<file path="src/hw/mhu_pkg.sv">
package mhu_pkg;

	// ------------------------------------------------------------------
	// Clock and time base
	// ------------------------------------------------------------------
	localparam int CLK_PERIOD_NS = 5;
	localparam int CLK_HZ        = 200_000_000;
	localparam int MS_NS         = 1_000_000;
	localparam int TICK_CYCLES   = MS_NS / CLK_PERIOD_NS;
	localparam int DEEP_WAKE_MS  = 345;
	localparam int BAUD_BPS      = 115_200;
	localparam int FIFO_DEPTH    = 64;

	// ------------------------------------------------------------------
	// Register offsets (byte addresses)
	// ------------------------------------------------------------------
	localparam logic [7:0] ADDR_DATA    = 8'h00;
	localparam logic [7:0] ADDR_CTRL    = 8'h04;
	localparam logic [7:0] ADDR_STATUS  = 8'h08;
	localparam logic [7:0] ADDR_IRQ_ST  = 8'h0C;
	localparam logic [7:0] ADDR_IRQ_MSK = 8'h10;
	localparam logic [7:0] ADDR_BAUD    = 8'h14;
	localparam logic [7:0] ADDR_TIMES   = 8'h18;
	localparam logic [7:0] ADDR_EVENT   = 8'h1C;
	localparam logic [7:0] ADDR_POWER   = 8'h20;

	// ------------------------------------------------------------------
	// Field positions
	// ------------------------------------------------------------------
	localparam int CTRL_FLOW      = 0;
	localparam int CTRL_WAKE_RTS  = 1;
	localparam int CTRL_DEDICATED_WAKE_PIN_ZERO     = 2;
	localparam int CTRL_RING_URC  = 3;
	localparam int CTRL_RING_DATA = 4;
	localparam int CTRL_ONLINE    = 5;
	localparam int IRQ_RX         = 0;
	localparam int IRQ_TIMEOUT    = 1;
	localparam int IRQ_WAKE       = 2;
	localparam int IRQ_OVERRUN    = 3;
	localparam int EVT_URC        = 0;
	localparam int EVT_DATA       = 1;
	localparam int PWR_SLEEP      = 0;
	localparam int PWR_DEEP       = 1;

	// ------------------------------------------------------------------
	// Reset values
	// ------------------------------------------------------------------
	localparam logic [7:0]  CTRL_RST     = 8'h1B;
	localparam logic [15:0] BAUD_DIV_RST = 16'(CLK_HZ / BAUD_BPS);
	localparam logic [15:0] TIMEOUT_RST  = 16'h0064;
	localparam logic [15:0] RING_MS_RST  = 16'h0064;

	// ------------------------------------------------------------------
	// Power states
	// ------------------------------------------------------------------
	typedef enum logic [2:0]
	{
		MHU_ASLEEP = 3'b001,
		MHU_WAKING = 3'b010,
		MHU_ACTIVE = 3'b100
	} mhu_pwr_t;

endpackage

</file>
<file path="src/hw/mhu_fifo_if.sv">
`timescale 1ns/1ps
`default_nettype none

// Byte queue connection between the serial logic and its FIFOs.
interface mhu_fifo_if #(parameter int W = 8);
	logic [W-1:0] wdata;
	logic         push;
	logic         full;
	logic [W-1:0] rdata;
	logic         pop;
	logic         empty;

	modport fifo (input wdata, push, pop, output full, rdata, empty);
	modport user (output wdata, push, pop, input full, rdata, empty);
endinterface

`default_nettype wire

</file>
<file path="src/hw/mhu_fifo.sv">
`timescale 1ns/1ps
`default_nettype none

// ----------------------------------------------------------------------
// Show-ahead FIFO
// ----------------------------------------------------------------------
module mhu_fifo #(
	parameter int W     = 8,
	parameter int DEPTH = mhu_pkg::FIFO_DEPTH
) (
	// Clock and reset
	input  wire logic sys_clk_i,
	input  wire logic rst_b_i,
	// Queue port
	mhu_fifo_if.fifo  q
);
	localparam int AW = $clog2(DEPTH);

	logic [W-1:0] mem [DEPTH];
	logic [AW-1:0] wr_ptr;
	logic [AW-1:0] rd_ptr;
	logic [AW:0]   count;
	wire           do_push;
	wire           do_pop;

	// Pushes into a full queue and pops from an empty one are dropped.
	assign do_push = q.push && !q.full;
	assign do_pop  = q.pop && !q.empty;
	assign q.full  = (count == (AW+1)'(DEPTH));
	assign q.empty = (count == '0);
	assign q.rdata = mem[rd_ptr];

	// Storage has no reset; only the pointers and the level need a defined value.
	always_ff @(posedge sys_clk_i)
	begin
		if (do_push)
			mem[wr_ptr] <= q.wdata;
	end

	// Pointer and level bookkeeping.
	always_ff @(posedge sys_clk_i or negedge rst_b_i)
	begin
		if (!rst_b_i)
		begin
			wr_ptr <= '0;
			rd_ptr <= '0;
			count  <= '0;
		end
		else
		begin
			wr_ptr <= do_push ? AW'(wr_ptr + 1'b1) : wr_ptr;
			rd_ptr <= do_pop ? AW'(rd_ptr + 1'b1) : rd_ptr;
			count  <= (AW+1)'(count + do_push - do_pop);
		end
	end
endmodule

`default_nettype wire

</file>
<file path="src/hw/mhu_ring_pulse.sv">
`timescale 1ns/1ps
`default_nettype none

// ----------------------------------------------------------------------
// Ring alert pulse stretcher, length counted in millisecond ticks
// ----------------------------------------------------------------------
module mhu_ring_pulse (
	// Clock and reset
	input  wire logic        sys_clk_i,
	input  wire logic        rst_b_i,
	// Control
	input  wire logic        tick_i,
	input  wire logic        trigger_i,
	input  wire logic [15:0] dur_ms_i,
	// Result
	output logic             active_o
);
	logic [15:0] remain;
	wire  [15:0] load_val;

	// A zero length would wrap into a 65536-tick pulse, so it is taken as one tick.
	assign load_val = (dur_ms_i == 16'h0000) ? 16'h0001 : dur_ms_i;

	// A new trigger restarts the full length, so alerts never merge short.
	always_ff @(posedge sys_clk_i or negedge rst_b_i)
	begin
		if (!rst_b_i)
		begin
			remain   <= 16'h0000;
			active_o <= 1'b0;
		end
		else if (trigger_i)
		begin
			remain   <= load_val;
			active_o <= 1'b1;
		end
		else if (tick_i && active_o)
		begin
			remain   <= remain - 16'h0001;
			active_o <= (remain != 16'h0001);
		end
	end
endmodule

`default_nettype wire

</file>
<file path="src/hw/mhu_uart_link.sv">
`timescale 1ns/1ps
`default_nettype none

// Behaviour
// Ring host on pending codes or network data.
// Online mode rings for codes; host returns.
// Flow, no low power: host may ignore ring.
// Host request line asserted wakes the modem.
// Clear line moves with modem receive readiness.
// No flow, no low power: host watches awake.
// Awake indicator shows only awake or asleep.
// No flow: host polls, waits OK first.
// No flow: host pulls request low.
// No flow: host stays at or below 115200.
// Receive and transmit FIFOs hold 64 bytes.
// Inactivity timeout programmable, default 100 ms.
// Ring alert length programmable, default 100 ms.
// Reset enables flow control and request wake.
// Wake pin zero may replace request wake.
// Awake indicator low asleep, high active.
// Clear line low when ready to receive.
// Deep wake: awake 345 ms before clear.
// Host pauses while clear line is high.
module mhu_uart_link #(
	parameter int TICK_CYCLES = mhu_pkg::TICK_CYCLES,
	parameter int FIFO_DEPTH  = mhu_pkg::FIFO_DEPTH
) (
	// Clock and reset
	input  wire logic        sys_clk_i,
	input  wire logic        rst_b_i,
	// Wishbone slave
	input  wire logic        wb_cyc_i,
	input  wire logic        wb_stb_i,
	input  wire logic        wb_we_i,
	input  wire logic [7:0]  wb_adr_i,
	input  wire logic [3:0]  wb_sel_i,
	input  wire logic [31:0] wb_dat_i,
	output logic [31:0]      wb_dat_o,
	output logic             wb_ack_o,
	// Host link pins
	input  wire logic        host_rxd_i,
	output logic             modem_txd_o,
	input  wire logic        host_request_line_n_i,
	output logic             modem_clear_line_n_o,
	input  wire logic        dedicated_wake_pin_zero_i,
	output logic             modem_awake_indicator_o,
	output logic             ring_alert_n_o,
	// Interrupt
	output logic             irq_o
);
	localparam int TW = $clog2(TICK_CYCLES);

	// ------------------------------------------------------------------
	// Byte mask helper
	// ------------------------------------------------------------------
	function automatic logic [31:0] mhu_wmask(input logic [31:0] old_v,
		input logic [31:0] new_v, input logic [3:0] sel);
		logic [31:0] r;
		r = old_v;
		for (int b = 0; b < 4; b++)
			if (sel[b])
				r[b*8 +: 8] = new_v[b*8 +: 8];
		return r;
	endfunction

	mhu_fifo_if #(.W(8)) rxq ();
	mhu_fifo_if #(.W(8)) txq ();

	logic [7:0]  ctrl;
	logic [3:0]  irq_st;
	logic [3:0]  irq_msk;
	logic [15:0] baud_div;
	logic [15:0] timeout_ms;
	logic [15:0] ring_ms;
	logic [1:0]  evt;
	logic [1:0]  pwr_cmd;
	logic        deep_flag;
	logic        active_q;
	logic        rx_meta, rx_s, rts_meta, rts_s, wk_meta, wk_s;
	logic [TW-1:0] tick_cnt;
	logic        tick;
	logic [8:0]  wake_ms;
	logic [15:0] idle_ms;
	logic        idle_armed;
	logic        rx_busy, tx_busy;
	logic [15:0] rx_cnt, tx_cnt;
	logic [3:0]  rx_bit, tx_bit;
	logic [7:0]  rx_shift;
	logic [9:0]  tx_shift;
	logic        rx_push;
	logic        ring_active;
	mhu_pkg::mhu_pwr_t state, next_state;

	// ------------------------------------------------------------------
	// Bus decode
	// ------------------------------------------------------------------
	wire         req     = wb_cyc_i && wb_stb_i;
	wire         wr_go   = req && wb_we_i && wb_ack_o;
	wire         rd_go   = req && !wb_we_i && wb_ack_o;
	wire         hit_dat = (wb_adr_i == mhu_pkg::ADDR_DATA);
	wire         hit_ctl = (wb_adr_i == mhu_pkg::ADDR_CTRL);
	wire         hit_ist = (wb_adr_i == mhu_pkg::ADDR_IRQ_ST);
	wire         hit_msk = (wb_adr_i == mhu_pkg::ADDR_IRQ_MSK);
	wire         hit_bau = (wb_adr_i == mhu_pkg::ADDR_BAUD);
	wire         hit_tim = (wb_adr_i == mhu_pkg::ADDR_TIMES);
	wire         hit_evt = (wb_adr_i == mhu_pkg::ADDR_EVENT);
	wire         hit_pwr = (wb_adr_i == mhu_pkg::ADDR_POWER);
	wire         awake   = (state != mhu_pkg::MHU_ASLEEP);
	wire         active  = (state == mhu_pkg::MHU_ACTIVE);
	wire [31:0]  status  = {24'h00_0000, deep_flag, ring_active,
		!modem_clear_line_n_o, awake, txq.full, txq.empty,
		rxq.full, rxq.empty};
	wire [31:0]  rd_mux  =
		hit_dat ? {24'h00_0000, rxq.rdata} :
		hit_ctl ? {24'h00_0000, ctrl} :
		(wb_adr_i == mhu_pkg::ADDR_STATUS) ? status :
		hit_ist ? {28'h000_0000, irq_st} :
		hit_msk ? {28'h000_0000, irq_msk} :
		hit_bau ? {16'h0000, baud_div} :
		hit_tim ? {ring_ms, timeout_ms} : 32'h0000_0000;
	wire [31:0]  wr_val  = mhu_wmask(rd_mux, wb_dat_i, wb_sel_i);
	wire [3:0]   ist_clr = (wr_go && hit_ist && wb_sel_i[0]) ?
		wb_dat_i[3:0] : 4'h0;

	// ------------------------------------------------------------------
	// Wake, ring and event decode
	// ------------------------------------------------------------------
	wire wake_req = (ctrl[mhu_pkg::CTRL_WAKE_RTS] && !rts_s) ||
		(ctrl[mhu_pkg::CTRL_DEDICATED_WAKE_PIN_ZERO] && wk_s);
	wire ring_go  = (evt[mhu_pkg::EVT_URC] && (ctrl[mhu_pkg::CTRL_RING_URC]
		|| ctrl[mhu_pkg::CTRL_ONLINE])) ||
		(evt[mhu_pkg::EVT_DATA] && ctrl[mhu_pkg::CTRL_RING_DATA]);
	wire rx_mid   = rx_busy && (rx_cnt == 16'h0000);
	wire tx_start = !tx_busy && !txq.empty && active &&
		(!ctrl[mhu_pkg::CTRL_FLOW] || !rts_s);
	wire cts_rdy  = (next_state == mhu_pkg::MHU_ACTIVE) &&
		(!ctrl[mhu_pkg::CTRL_FLOW] || !rxq.full);
	wire to_hit   = idle_armed && tick && (idle_ms + 16'h0001 >= timeout_ms);
	wire [3:0] irq_set = {rx_push && rxq.full, active && !active_q,
		to_hit, rx_push};

	assign rxq.wdata = rx_shift;
	assign rxq.push  = rx_push;
	assign rxq.pop   = rd_go && hit_dat;
	assign txq.wdata = wb_dat_i[7:0];
	assign txq.push  = wr_go && hit_dat && wb_sel_i[0];
	assign txq.pop   = tx_start;

	mhu_fifo #(.W(8), .DEPTH(FIFO_DEPTH)) u_rx_fifo
	(
		.sys_clk_i (sys_clk_i),
		.rst_b_i   (rst_b_i),
		.q         (rxq)
	);

	mhu_fifo #(.W(8), .DEPTH(FIFO_DEPTH)) u_tx_fifo
	(
		.sys_clk_i (sys_clk_i),
		.rst_b_i   (rst_b_i),
		.q         (txq)
	);

	mhu_ring_pulse u_ring
	(
		.sys_clk_i (sys_clk_i),
		.rst_b_i   (rst_b_i),
		.tick_i    (tick),
		.trigger_i (ring_go),
		.dur_ms_i  (ring_ms),
		.active_o  (ring_active)
	);

	// ------------------------------------------------------------------
	// Pin synchronisers and millisecond tick
	// ------------------------------------------------------------------
	always_ff @(posedge sys_clk_i or negedge rst_b_i)
	begin
		if (!rst_b_i)
		begin
			{rx_meta, rx_s, rts_meta, rts_s, wk_meta, wk_s} <= 6'b11_1100;
			tick_cnt <= '0;
			tick     <= 1'b0;
		end
		else
		begin
			{rx_meta, rx_s} <= {host_rxd_i, rx_meta};
			{rts_meta, rts_s} <= {host_request_line_n_i, rts_meta};
			{wk_meta, wk_s} <= {dedicated_wake_pin_zero_i, wk_meta};
			tick     <= (tick_cnt == TW'(TICK_CYCLES - 1));
			tick_cnt <= (tick_cnt == TW'(TICK_CYCLES - 1)) ? '0 :
				TW'(tick_cnt + 1'b1);
		end
	end

	// ------------------------------------------------------------------
	// Registers and bus answer
	// ------------------------------------------------------------------
	// Event and power writes are one-cycle commands, not stored settings.
	always_ff @(posedge sys_clk_i or negedge rst_b_i)
	begin
		if (!rst_b_i)
		begin
			wb_ack_o   <= 1'b0;
			wb_dat_o   <= 32'h0000_0000;
			ctrl       <= mhu_pkg::CTRL_RST;
			irq_msk    <= 4'h0;
			irq_st     <= 4'h0;
			baud_div   <= mhu_pkg::BAUD_DIV_RST;
			timeout_ms <= mhu_pkg::TIMEOUT_RST;
			ring_ms    <= mhu_pkg::RING_MS_RST;
			evt        <= 2'b00;
			pwr_cmd    <= 2'b00;
			irq_o      <= 1'b0;
		end
		else
		begin
			wb_ack_o <= req && !wb_ack_o;
			wb_dat_o <= rd_mux;
			ctrl     <= (wr_go && hit_ctl) ? wr_val[7:0] : ctrl;
			irq_msk  <= (wr_go && hit_msk) ? wr_val[3:0] : irq_msk;
			baud_div <= (wr_go && hit_bau) ? wr_val[15:0] : baud_div;
			timeout_ms <= (wr_go && hit_tim) ? wr_val[15:0] : timeout_ms;
			ring_ms  <= (wr_go && hit_tim) ? wr_val[31:16] : ring_ms;
			evt      <= (wr_go && hit_evt) ? wr_val[1:0] : 2'b00;
			pwr_cmd  <= (wr_go && hit_pwr) ? wr_val[1:0] : 2'b00;
			// A new event wins over a clear in the same cycle.
			irq_st   <= (irq_st & ~ist_clr) | irq_set;
			irq_o    <= |(irq_st & irq_msk);
		end
	end

	// ------------------------------------------------------------------
	// Power state
	// ------------------------------------------------------------------
	always_comb
	begin
		next_state = state;
		case (state)
			mhu_pkg::MHU_ASLEEP:
				if (wake_req)
					next_state = deep_flag ? mhu_pkg::MHU_WAKING :
						mhu_pkg::MHU_ACTIVE;
			mhu_pkg::MHU_WAKING:
				if (tick && wake_ms == 9'(mhu_pkg::DEEP_WAKE_MS - 1))
					next_state = mhu_pkg::MHU_ACTIVE;
			mhu_pkg::MHU_ACTIVE:
				if (pwr_cmd[mhu_pkg::PWR_SLEEP])
					next_state = mhu_pkg::MHU_ASLEEP;
			default:
				next_state = mhu_pkg::MHU_ASLEEP;
		endcase
	end

	// The indicator follows sleep alone; readiness is the clear line's job.
	always_ff @(posedge sys_clk_i or negedge rst_b_i)
	begin
		if (!rst_b_i)
		begin
			state     <= mhu_pkg::MHU_ACTIVE;
			deep_flag <= 1'b0;
			active_q  <= 1'b1;
			wake_ms   <= 9'h000;
			modem_awake_indicator_o <= 1'b1;
			modem_clear_line_n_o    <= 1'b1;
			ring_alert_n_o          <= 1'b1;
		end
		else
		begin
			state     <= next_state;
			active_q  <= active;
			deep_flag <= (active && pwr_cmd[mhu_pkg::PWR_SLEEP]) ?
				pwr_cmd[mhu_pkg::PWR_DEEP] : deep_flag;
			wake_ms   <= (state != mhu_pkg::MHU_WAKING) ? 9'h000 :
				(tick ? 9'(wake_ms + 1'b1) : wake_ms);
			modem_awake_indicator_o <= (next_state != mhu_pkg::MHU_ASLEEP);
			modem_clear_line_n_o    <= !cts_rdy;
			ring_alert_n_o          <= !ring_active;
		end
	end

	// ------------------------------------------------------------------
	// Serial receive, transmit and inactivity timer
	// ------------------------------------------------------------------
	// Receive samples mid-bit; a start bit gone high by then is a glitch.
	always_ff @(posedge sys_clk_i or negedge rst_b_i)
	begin
		if (!rst_b_i)
		begin
			rx_busy <= 1'b0;
			rx_cnt  <= 16'h0000;
			rx_bit  <= 4'h0;
			rx_shift <= 8'h00;
			rx_push <= 1'b0;
		end
		else
		begin
			rx_push <= rx_mid && (rx_bit == 4'h9) && rx_s;
			if (!rx_busy && !rx_s)
			begin
				rx_busy <= 1'b1;
				rx_cnt  <= baud_div >> 1;
				rx_bit  <= 4'h0;
			end
			else if (rx_mid)
			begin
				rx_cnt   <= baud_div - 16'h0001;
				rx_bit   <= rx_bit + 4'h1;
				rx_busy  <= !((rx_bit == 4'h0 && rx_s) || rx_bit == 4'h9);
				rx_shift <= (rx_bit != 4'h0 && rx_bit != 4'h9) ?
					{rx_s, rx_shift[7:1]} : rx_shift;
			end
			else if (rx_busy)
				rx_cnt <= rx_cnt - 16'h0001;
		end
	end

	// Transmit holds off while the host deasserts its request line.
	always_ff @(posedge sys_clk_i or negedge rst_b_i)
	begin
		if (!rst_b_i)
		begin
			tx_busy     <= 1'b0;
			tx_cnt      <= 16'h0000;
			tx_bit      <= 4'h0;
			tx_shift    <= 10'h3FF;
			modem_txd_o <= 1'b1;
		end
		else if (tx_start)
		begin
			tx_busy  <= 1'b1;
			tx_cnt   <= baud_div - 16'h0001;
			tx_bit   <= 4'h0;
			tx_shift <= {1'b1, txq.rdata, 1'b0};
			modem_txd_o <= 1'b0;
		end
		else if (tx_busy && tx_cnt == 16'h0000)
		begin
			tx_cnt   <= baud_div - 16'h0001;
			tx_bit   <= tx_bit + 4'h1;
			tx_busy  <= (tx_bit != 4'h9);
			tx_shift <= {1'b1, tx_shift[9:1]};
			modem_txd_o <= (tx_bit == 4'h9) ? 1'b1 : tx_shift[1];
		end
		else if (tx_busy)
			tx_cnt <= tx_cnt - 16'h0001;
	end

	// The timer runs only while bytes wait, so an empty queue stays quiet.
	always_ff @(posedge sys_clk_i or negedge rst_b_i)
	begin
		if (!rst_b_i)
		begin
			idle_ms    <= 16'h0000;
			idle_armed <= 1'b0;
		end
		else if (rx_push)
		begin
			idle_ms    <= 16'h0000;
			idle_armed <= 1'b1;
		end
		else if (to_hit || rxq.empty)
		begin
			idle_ms    <= 16'h0000;
			idle_armed <= 1'b0;
		end
		else if (tick && idle_armed)
			idle_ms <= idle_ms + 16'h0001;
	end
endmodule

`default_nettype wire

</file>
<file path="config.mk">
export PLATFORM = sky130hd
export DESIGN_NAME = mhu_uart_link
export DESIGN_NICKNAME = d
export VERILOG_FILES = /design/src/hw/mhu_pkg.sv /design/src/hw/mhu_fifo_if.sv /design/src/hw/mhu_fifo.sv /design/src/hw/mhu_ring_pulse.sv /design/src/hw/mhu_uart_link.sv
export SDC_FILE = /design/constraint.sdc
export NUM_CORES = 2
export LEC_CHECK = 0
export ABC_AREA = 1
export ABC_CLOCK_PERIOD_IN_PS = 7700
export BUFFER_PORTS_ARGS = -buffer_cell sky130_fd_sc_hd__buf_2
export CORE_MARGIN = 3
export CORE_UTILIZATION = 30
export DETAILED_ROUTE_END_ITERATION = 7
export GPL_TIMING_DRIVEN = 0
export PLACE_DENSITY = 0.54
export RECOVER_POWER = 25
export SYNTH_ARGS = -nofsm -noshare
export SYNTH_HDL_FRONTEND = slang
export SYNTH_SLANG_ARGS = --single-unit
</file>
<file path="constraint.sdc">
create_clock -name sys_clk_i -period 7.7 [get_ports sys_clk_i]
set_input_delay 0.385 -clock sys_clk_i [delete_from_list [all_inputs] [get_ports sys_clk_i]]
set_output_delay 0.385 -clock sys_clk_i [all_outputs]
set_load 0.005 [all_outputs]
</file>
# Word-level counts from Yosys, hierarchy flattened
# Memories as Yosys holds them, arrays and structs flattened.
# Index checks and enable logic that the tools add are counted.
word_totals:
  wordCells: 234
  ramBits: 1024
  memories: 2
  register_bits: 278
memory_table:
  columns: ["name", "depth", "width", "rd", "rd_ports_with_merged_regs", "write_ports", "line_no", "rtl"]
  rows:
  - ["u_rx_fifo.mem", 64, 8, 1, 0, 1, "mhu_fifo.sv:19", "logic [W-1:0] mem [DEPTH];"]
  - ["u_tx_fifo.mem", 64, 8, 1, 0, 1, "mhu_fifo.sv:19", null]
classes:
  n_mux: 55
  n_addsub: 17
  bitwise_logic: 5
  reduce_logical: 84
  magnitude_cmp: 1
  eq_ne: 24
op_table:
  columns: ["op", "count"]
  rows:
  - ["2-to-1 mux 32 bit", 7]
  - ["2-to-1 mux 16 bit", 12]
  - ["subtractor 16 x 1 -> 16 bit (second input constant)", 4]
  - ["logical NOT 16 bit", 3]
  - ["logical AND 1 bit", 43]
  - ["== test 8 x 5 -> 1 bit (second input constant)", 4]
  - ["2-to-1 mux 8 bit", 4]
  - ["adder 6 x 1 -> 6 bit (second input constant)", 4]
  - ["2-to-1 mux 10 bit", 2]
  - ["2-to-1 mux 4 bit", 5]
  - ["adder 18 x 1 -> 18 bit (second input constant)", 1]
  - ["== test 18 bit (second input constant)", 1]
  - ["2-to-1 mux 18 bit", 1]
  - ["2-to-1 mux 9 bit", 2]
  - ["adder 16 x 1 -> 16 bit (second input constant)", 1]
  - ["== test 8 x 4 -> 1 bit (second input constant)", 2]
  - ["greater-or-equal comparator 16 bit", 1]
  - ["logical NOT 1 bit", 16]
  - ["!= test 16 x 1 -> 1 bit (second input constant)", 1]
  - ["2-to-1 mux 1 bit", 15]
  - ["adder 7 x 1 -> 7 bit", 2]
  - ["== test 7 bit (second input constant)", 2]
  - ["logical NOT 7 bit", 2]
  - ["subtractor 7 x 1 -> 7 bit", 2]
  - ["other kinds (27)", 49]

# Longest topological paths before layout
logic_depth:
  depth_word: 10
  mapped_depth: 22
  depth_no_buf: 21

# Cells and area by module
# A second synthesis with hierarchy kept.
hier_totals:
  hier_cells: 5823
  area_unflattened_um2: 58344.7
by_module_without_submodules:
  columns: ["module", "seq_area_each_um2", "cells_per_inst", "n_inst", "area_each_um2"]
  rows:
  - ["mhu_fifo at u_tx_fifo", 15850.2, 2094, 1, 22599.2]
  - ["mhu_fifo at u_rx_fifo", 15850.2, 2094, 1, 22594.2]
  - ["mhu_uart_link", 5571.6, 1459, 1, 11870.1]
  - ["mhu_ring_pulse", 425.4, 176, 1, 1281.2]

# Worst setup path before layout
# OpenSTA, ideal clock, no wires.
synth_timing:
  path_type: "in2reg"
  from: "input wb_adr_i[0]"
  to: "register u_rx_fifo.count[6]"
  t_arrival_ps: 2797
  setup_time_ps: 126
  cell_stages: 22
  slack_ps: 4778
  n_path_buf: 1
  cell_sequence: "inv_1 nand2_1 nor2_1 nand2_1 inv_1 nand2_1 inv_2 buf_4 nand3_1 inv_1 ha_1 inv_1 ha_1 inv_1 fa_1 inv_1 a21oi_1 o21bai_1 nand2_1 a21oi_1 nor2_1 xor2_1"
synth_via:
  elab_chain_len: 4
synth_lines:
  columns: ["item", "line_no", "rtl"]
  rows:
  - ["from (decl)", "mhu_uart_link.sv:35", "input wire logic [7:0] wb_adr_i,"]
  - ["logical NOT 8 bit", "mhu_uart_link.sv:100", "wire hit_dat = (wb_adr_i == mhu_pkg::ADDR_DATA);"]
  - ["logical AND 1 bit", "mhu_uart_link.sv:144", "assign rxq.pop = rd_go && hit_dat;"]
  - ["logical AND 1 bit", "mhu_fifo.sv:28", "assign do_pop = q.pop && !q.empty;"]
  - ["named net u_rx_fifo.do_pop", "mhu_fifo.sv:24", "wire do_pop;"]
  - ["subtractor 7 x 1 -> 7 bit", "mhu_fifo.sv:53", "count <= (AW+1)'(count + do_push - do_pop);"]
  - ["to (signal assigned)", "mhu_fifo.sv:53", null]
  - ["to (decl)", "mhu_fifo.sv:22", "logic [AW:0] count;"]
# The timed path passes the listed nets, and every way through them passes these cells.
# A chain may end at the register's enable or synchronous reset.

# Worst setup path in the final report
layout_timing:
  from: "register wb_ack_o"
  to: "memory u_tx_fifo.mem[10][0], enable pin"
layout_via:
  elab_chain_len: 6
layout_lines:
  columns: ["item", "line_no", "rtl"]
  rows:
  - ["from (decl)", "mhu_uart_link.sv:39", "output logic wb_ack_o,"]
  - ["from (signal assigned)", "mhu_uart_link.sv:217", "wb_ack_o <= req && !wb_ack_o;"]
  - ["logical AND 1 bit", "mhu_uart_link.sv:98", "wire wr_go = req && wb_we_i && wb_ack_o;"]
  - ["logical AND 1 bit (2 in a row)", "mhu_uart_link.sv:146", "assign txq.push = wr_go && hit_dat && wb_sel_i[0];"]
  - ["logical AND 1 bit", "mhu_fifo.sv:27", "assign do_push = q.push && !q.full;"]
  - ["2-to-1 mux 1 bit", "mhu_fifo.sv:36", "if (do_push)"]
  - ["2-to-1 mux 1 bit (implied by the code)", "mhu_fifo.sv:37", "mem[wr_ptr] <= q.wdata;"]
  - ["to (decl)", "mhu_fifo.sv:19", null]
# Every way passes these cells.

==> run metrics <==
gr busiest metal=met2; Synth cell types=55; Rows=158; Max Fclk=242 MHz; synthesis-stage register bit count=1300; WL per Instance=23.9 um; mapped cell area=56700 um^2; DRT Pass-1 Iters=6; multi-input logic area=15900 um^2; Startpoint Class=flip-flop; Final GP Congestion=0.985; asr flop ratio synth=0.212; Syn Area/Cell=10.6 um^2; Fill cells=18600; clk root buf=clkbuf_16; vias after detailed routing=41800; ys flop type=edfxtp_1; met1 GRT Util=0.275; final period utilization=0.536; Crit path buffers/inverters=0; met2 GRT Util=0.309; Worst-path clk slew=0.06 ns; CTS tree=built; first-pass GRT wire length=281 mm; routed wire length=197 mm; Clock Sinks=1300; CTS H-tree lvls=4; Synth Net Count=5471; Final Hold Vio Count=0; Hold Slack=0.0628 ns; PortBufs=87; kind of critical path=flip-flop to flip-flop; Worst Setup End Kind=flip-flop; core area=187000 um^2; crit-path max cell delay=1.16 ns; share of cells above drive strength 1=0.0922; P&R area growth vs syn=15.3%; vias in the first global route=39400; DIE AREA=194000 um^2; failing checks=capacitance limit, slew limit; HP Class=input port to flip-flop; Switch Pwr=3060 uW; Synth top area share=0.542; Max transition margin=-1.65; vias per cell=5.08; total power=14800 uW; pwr dens=226 nW/um^2; internal power=11700 uW; Final HPWL DP=134 mm; Register Area=37700 um^2; Cells after Synth=5364; max_cap viols=9; Switching Share=0.208; Critical Path RT=8.07 ns; static leakage=0.0252 uW; clock buffer depth=3; largest net degree at the start of global routing=116; Initial DRC Count=5457; Post-CTS Setup Bufs=0; antenna-violating nets left=0; RSZ-0062 raised after global routing=false; synth top area cells=edfxtp_1, dfrtp_1, nand2_1, nor2_1, o21ai_0; Finished Layout Cells=8229; minimum clock period=4.13 ns; top cell type by total area after synthesis=edfxtp_1; DRC=0; Setup violations, final=0; nets@finish=5742; Post-synth EDFFs=1024; GRT Total Usage=0.199; critical path data arrival time=4.50 ns; crit path max-delay cell type=nor2_1; GRT Residual Overflow=0; met3 usage=0.0357; Slew @ Worst Pin=3.98 ns; Chip Width=441 um; count leader, synth=nand2_1; starting density of the core=0.304; VDD IR max=224 uV; Reg power frac=0.514; YS warnings=0; Die Ht=441 um; CP max FO=8; status=complete, but fails checks; setup TNS=0 ns; Worst Skew=0.0287 ns; top cells by count, synth=nand2_1, edfxtp_1, nor2_1; crit-path most repeated cell=nor2_1; cells along the critical path=nand4_1 > nor2_1 > nand3_2 > nor2_1 > nand3_1 > nor2_1; clock latency reported for the late side of the worst-skew pair=0.78 ns; fin. max-slew vios=551; cell family with most CP delay=simple AND/OR/NAND/NOR gates; logic gate share of total power=0.020; register area share after synthesis=0.665; DP Cell Count=7941; Ports=90; Clock Power Share=0.466; cts bufs inserted=140; initial antenna violation count=4
## kinds of logic (layout without fill, tap and decap cells)
logic type	Yosys count	count (layout)	synth area share
adder cells (fa/ha/maj)	55	55	0.0124
flip-flops	1300	1300	0.665
AO/OA/AOI/OAI	795	795	0.0784
XOR/XNOR	81	81	0.0125
AND/OR/NAND/NOR	2384	2384	0.175
multiplexers	9	9	0.00161
buffers and inverters	740	1122	0.0554
other	0	3	0
## per-layer routing
| layer | share of wire | up-vias |
|---|---|---|
| met5 | 0.000066 | - |
| met4 | 0.040 | 2 |
| met3 | 0.086 | 363 |
| met2 | 0.45 | 1950 |
| met1 | 0.43 | 20600 |
| li1 | - | 18900 |
## path summary, 6_finish.rpt
kind | from | to | slack (ns) | depth (start not counted)
max | wb_ack_o | u_tx_fifo.mem[10][0] | 3.57 | 6
min | wb_sel_i[3] | ring_ms[15] | 0.06 | 3
max reg2reg | wb_ack_o | u_tx_fifo.mem[10][0] | 3.57 | 6
min reg2reg | wk_meta | wk_s | 0.35 | 0
max in group asynchronous | rst_b_i | wake_ms[1] | 3.90 | 2
min in group asynchronous | rst_b_i | u_ring.remain[14] | 1.55 | 2
## cell type report
| cell class | instances | share of cell area |
|---|---|---|
| antenna | 3 | 0.000115 |
| buffer | 253 | 0.0201 |
| clock buffer | 182 | 0.0590 |
| clock inverter | 71 | 0.0116 |
| inverter | 487 | 0.0280 |
| multi-input combinational | 3324 | 0.243 |
| sequential | 1300 | 0.577 |
| tap | 2480 | 0.0475 |
| timing repair buffer | 129 | 0.0144 |
## power groups by stage
stage	Sequential (uW)	Combinational, uW	Clock, uW
4_1_cts	7580	297	6970
6_report	7580	294	6880
3_3_place_gp	7720	275	0
5_1_grt	7580	326	7260
2_1_floorplan	7710	132	0
3_5_place_dp	7720	285	0
## worst register-to-register path: stages, from the launching register on
cell,delay (ns)
dfrtp_1,0.39
nand4_1,0.57
nor2_1,0.39
nand3_2,0.25
nor2_1,0.26
nand3_1,0.70
nor2_1,1.17
## sequential cells by signal, summed over array words and instances (netlist names), 7 cells and up
signal	count
wb_dat_o	32
tx_shift	8
u_ring.remain	16
baud_div	16
rx_cnt	16
timeout_ms	16
idle_ms	16
tick_cnt	18
u_tx_fifo.count	7
ctrl	8
u_rx_fifo.mem	512
u_rx_fifo.count	7
ring_ms	16
rx_shift	8
tx_cnt	16
u_tx_fifo.mem	512
wake_ms	9
## cells in the final DEF, fill, tap and decap left out, types with 68 or more instances in the layout
cell type  count
o21ai_0      437
o22ai_1      107
edfxtp_1    1024
clkbuf_16    146
o211ai_1      68
nand2_1     1060
nor2_1       753
dfrtp_1      241
nand3_1      405
inv_1        473
a21oi_1      106
clkbuf_1     136
buf_2        181
xor2_1        74
## repair_timing
| action | 4_1_cts | 5_1_grt |
|---|---|---|
| hold buffers | 30 | 0 |
| hold endpoints to repair | 98 | 0 |
| resized for setup | 0 | 0 |
## metrics by stage
step	setup WS, ns	utilization	instance area, um^2
2_1_floorplan	4.78	-	56700
3_3_place_gp	0.667	0.323	60200
3_5_place_dp	3.58	0.324	60500
4_1_cts	3.67	0.350	65400
5_1_grt	3.09	0.350	65400
6_report	3.57	0.350	65400
(Power assumes the default switching activity.)
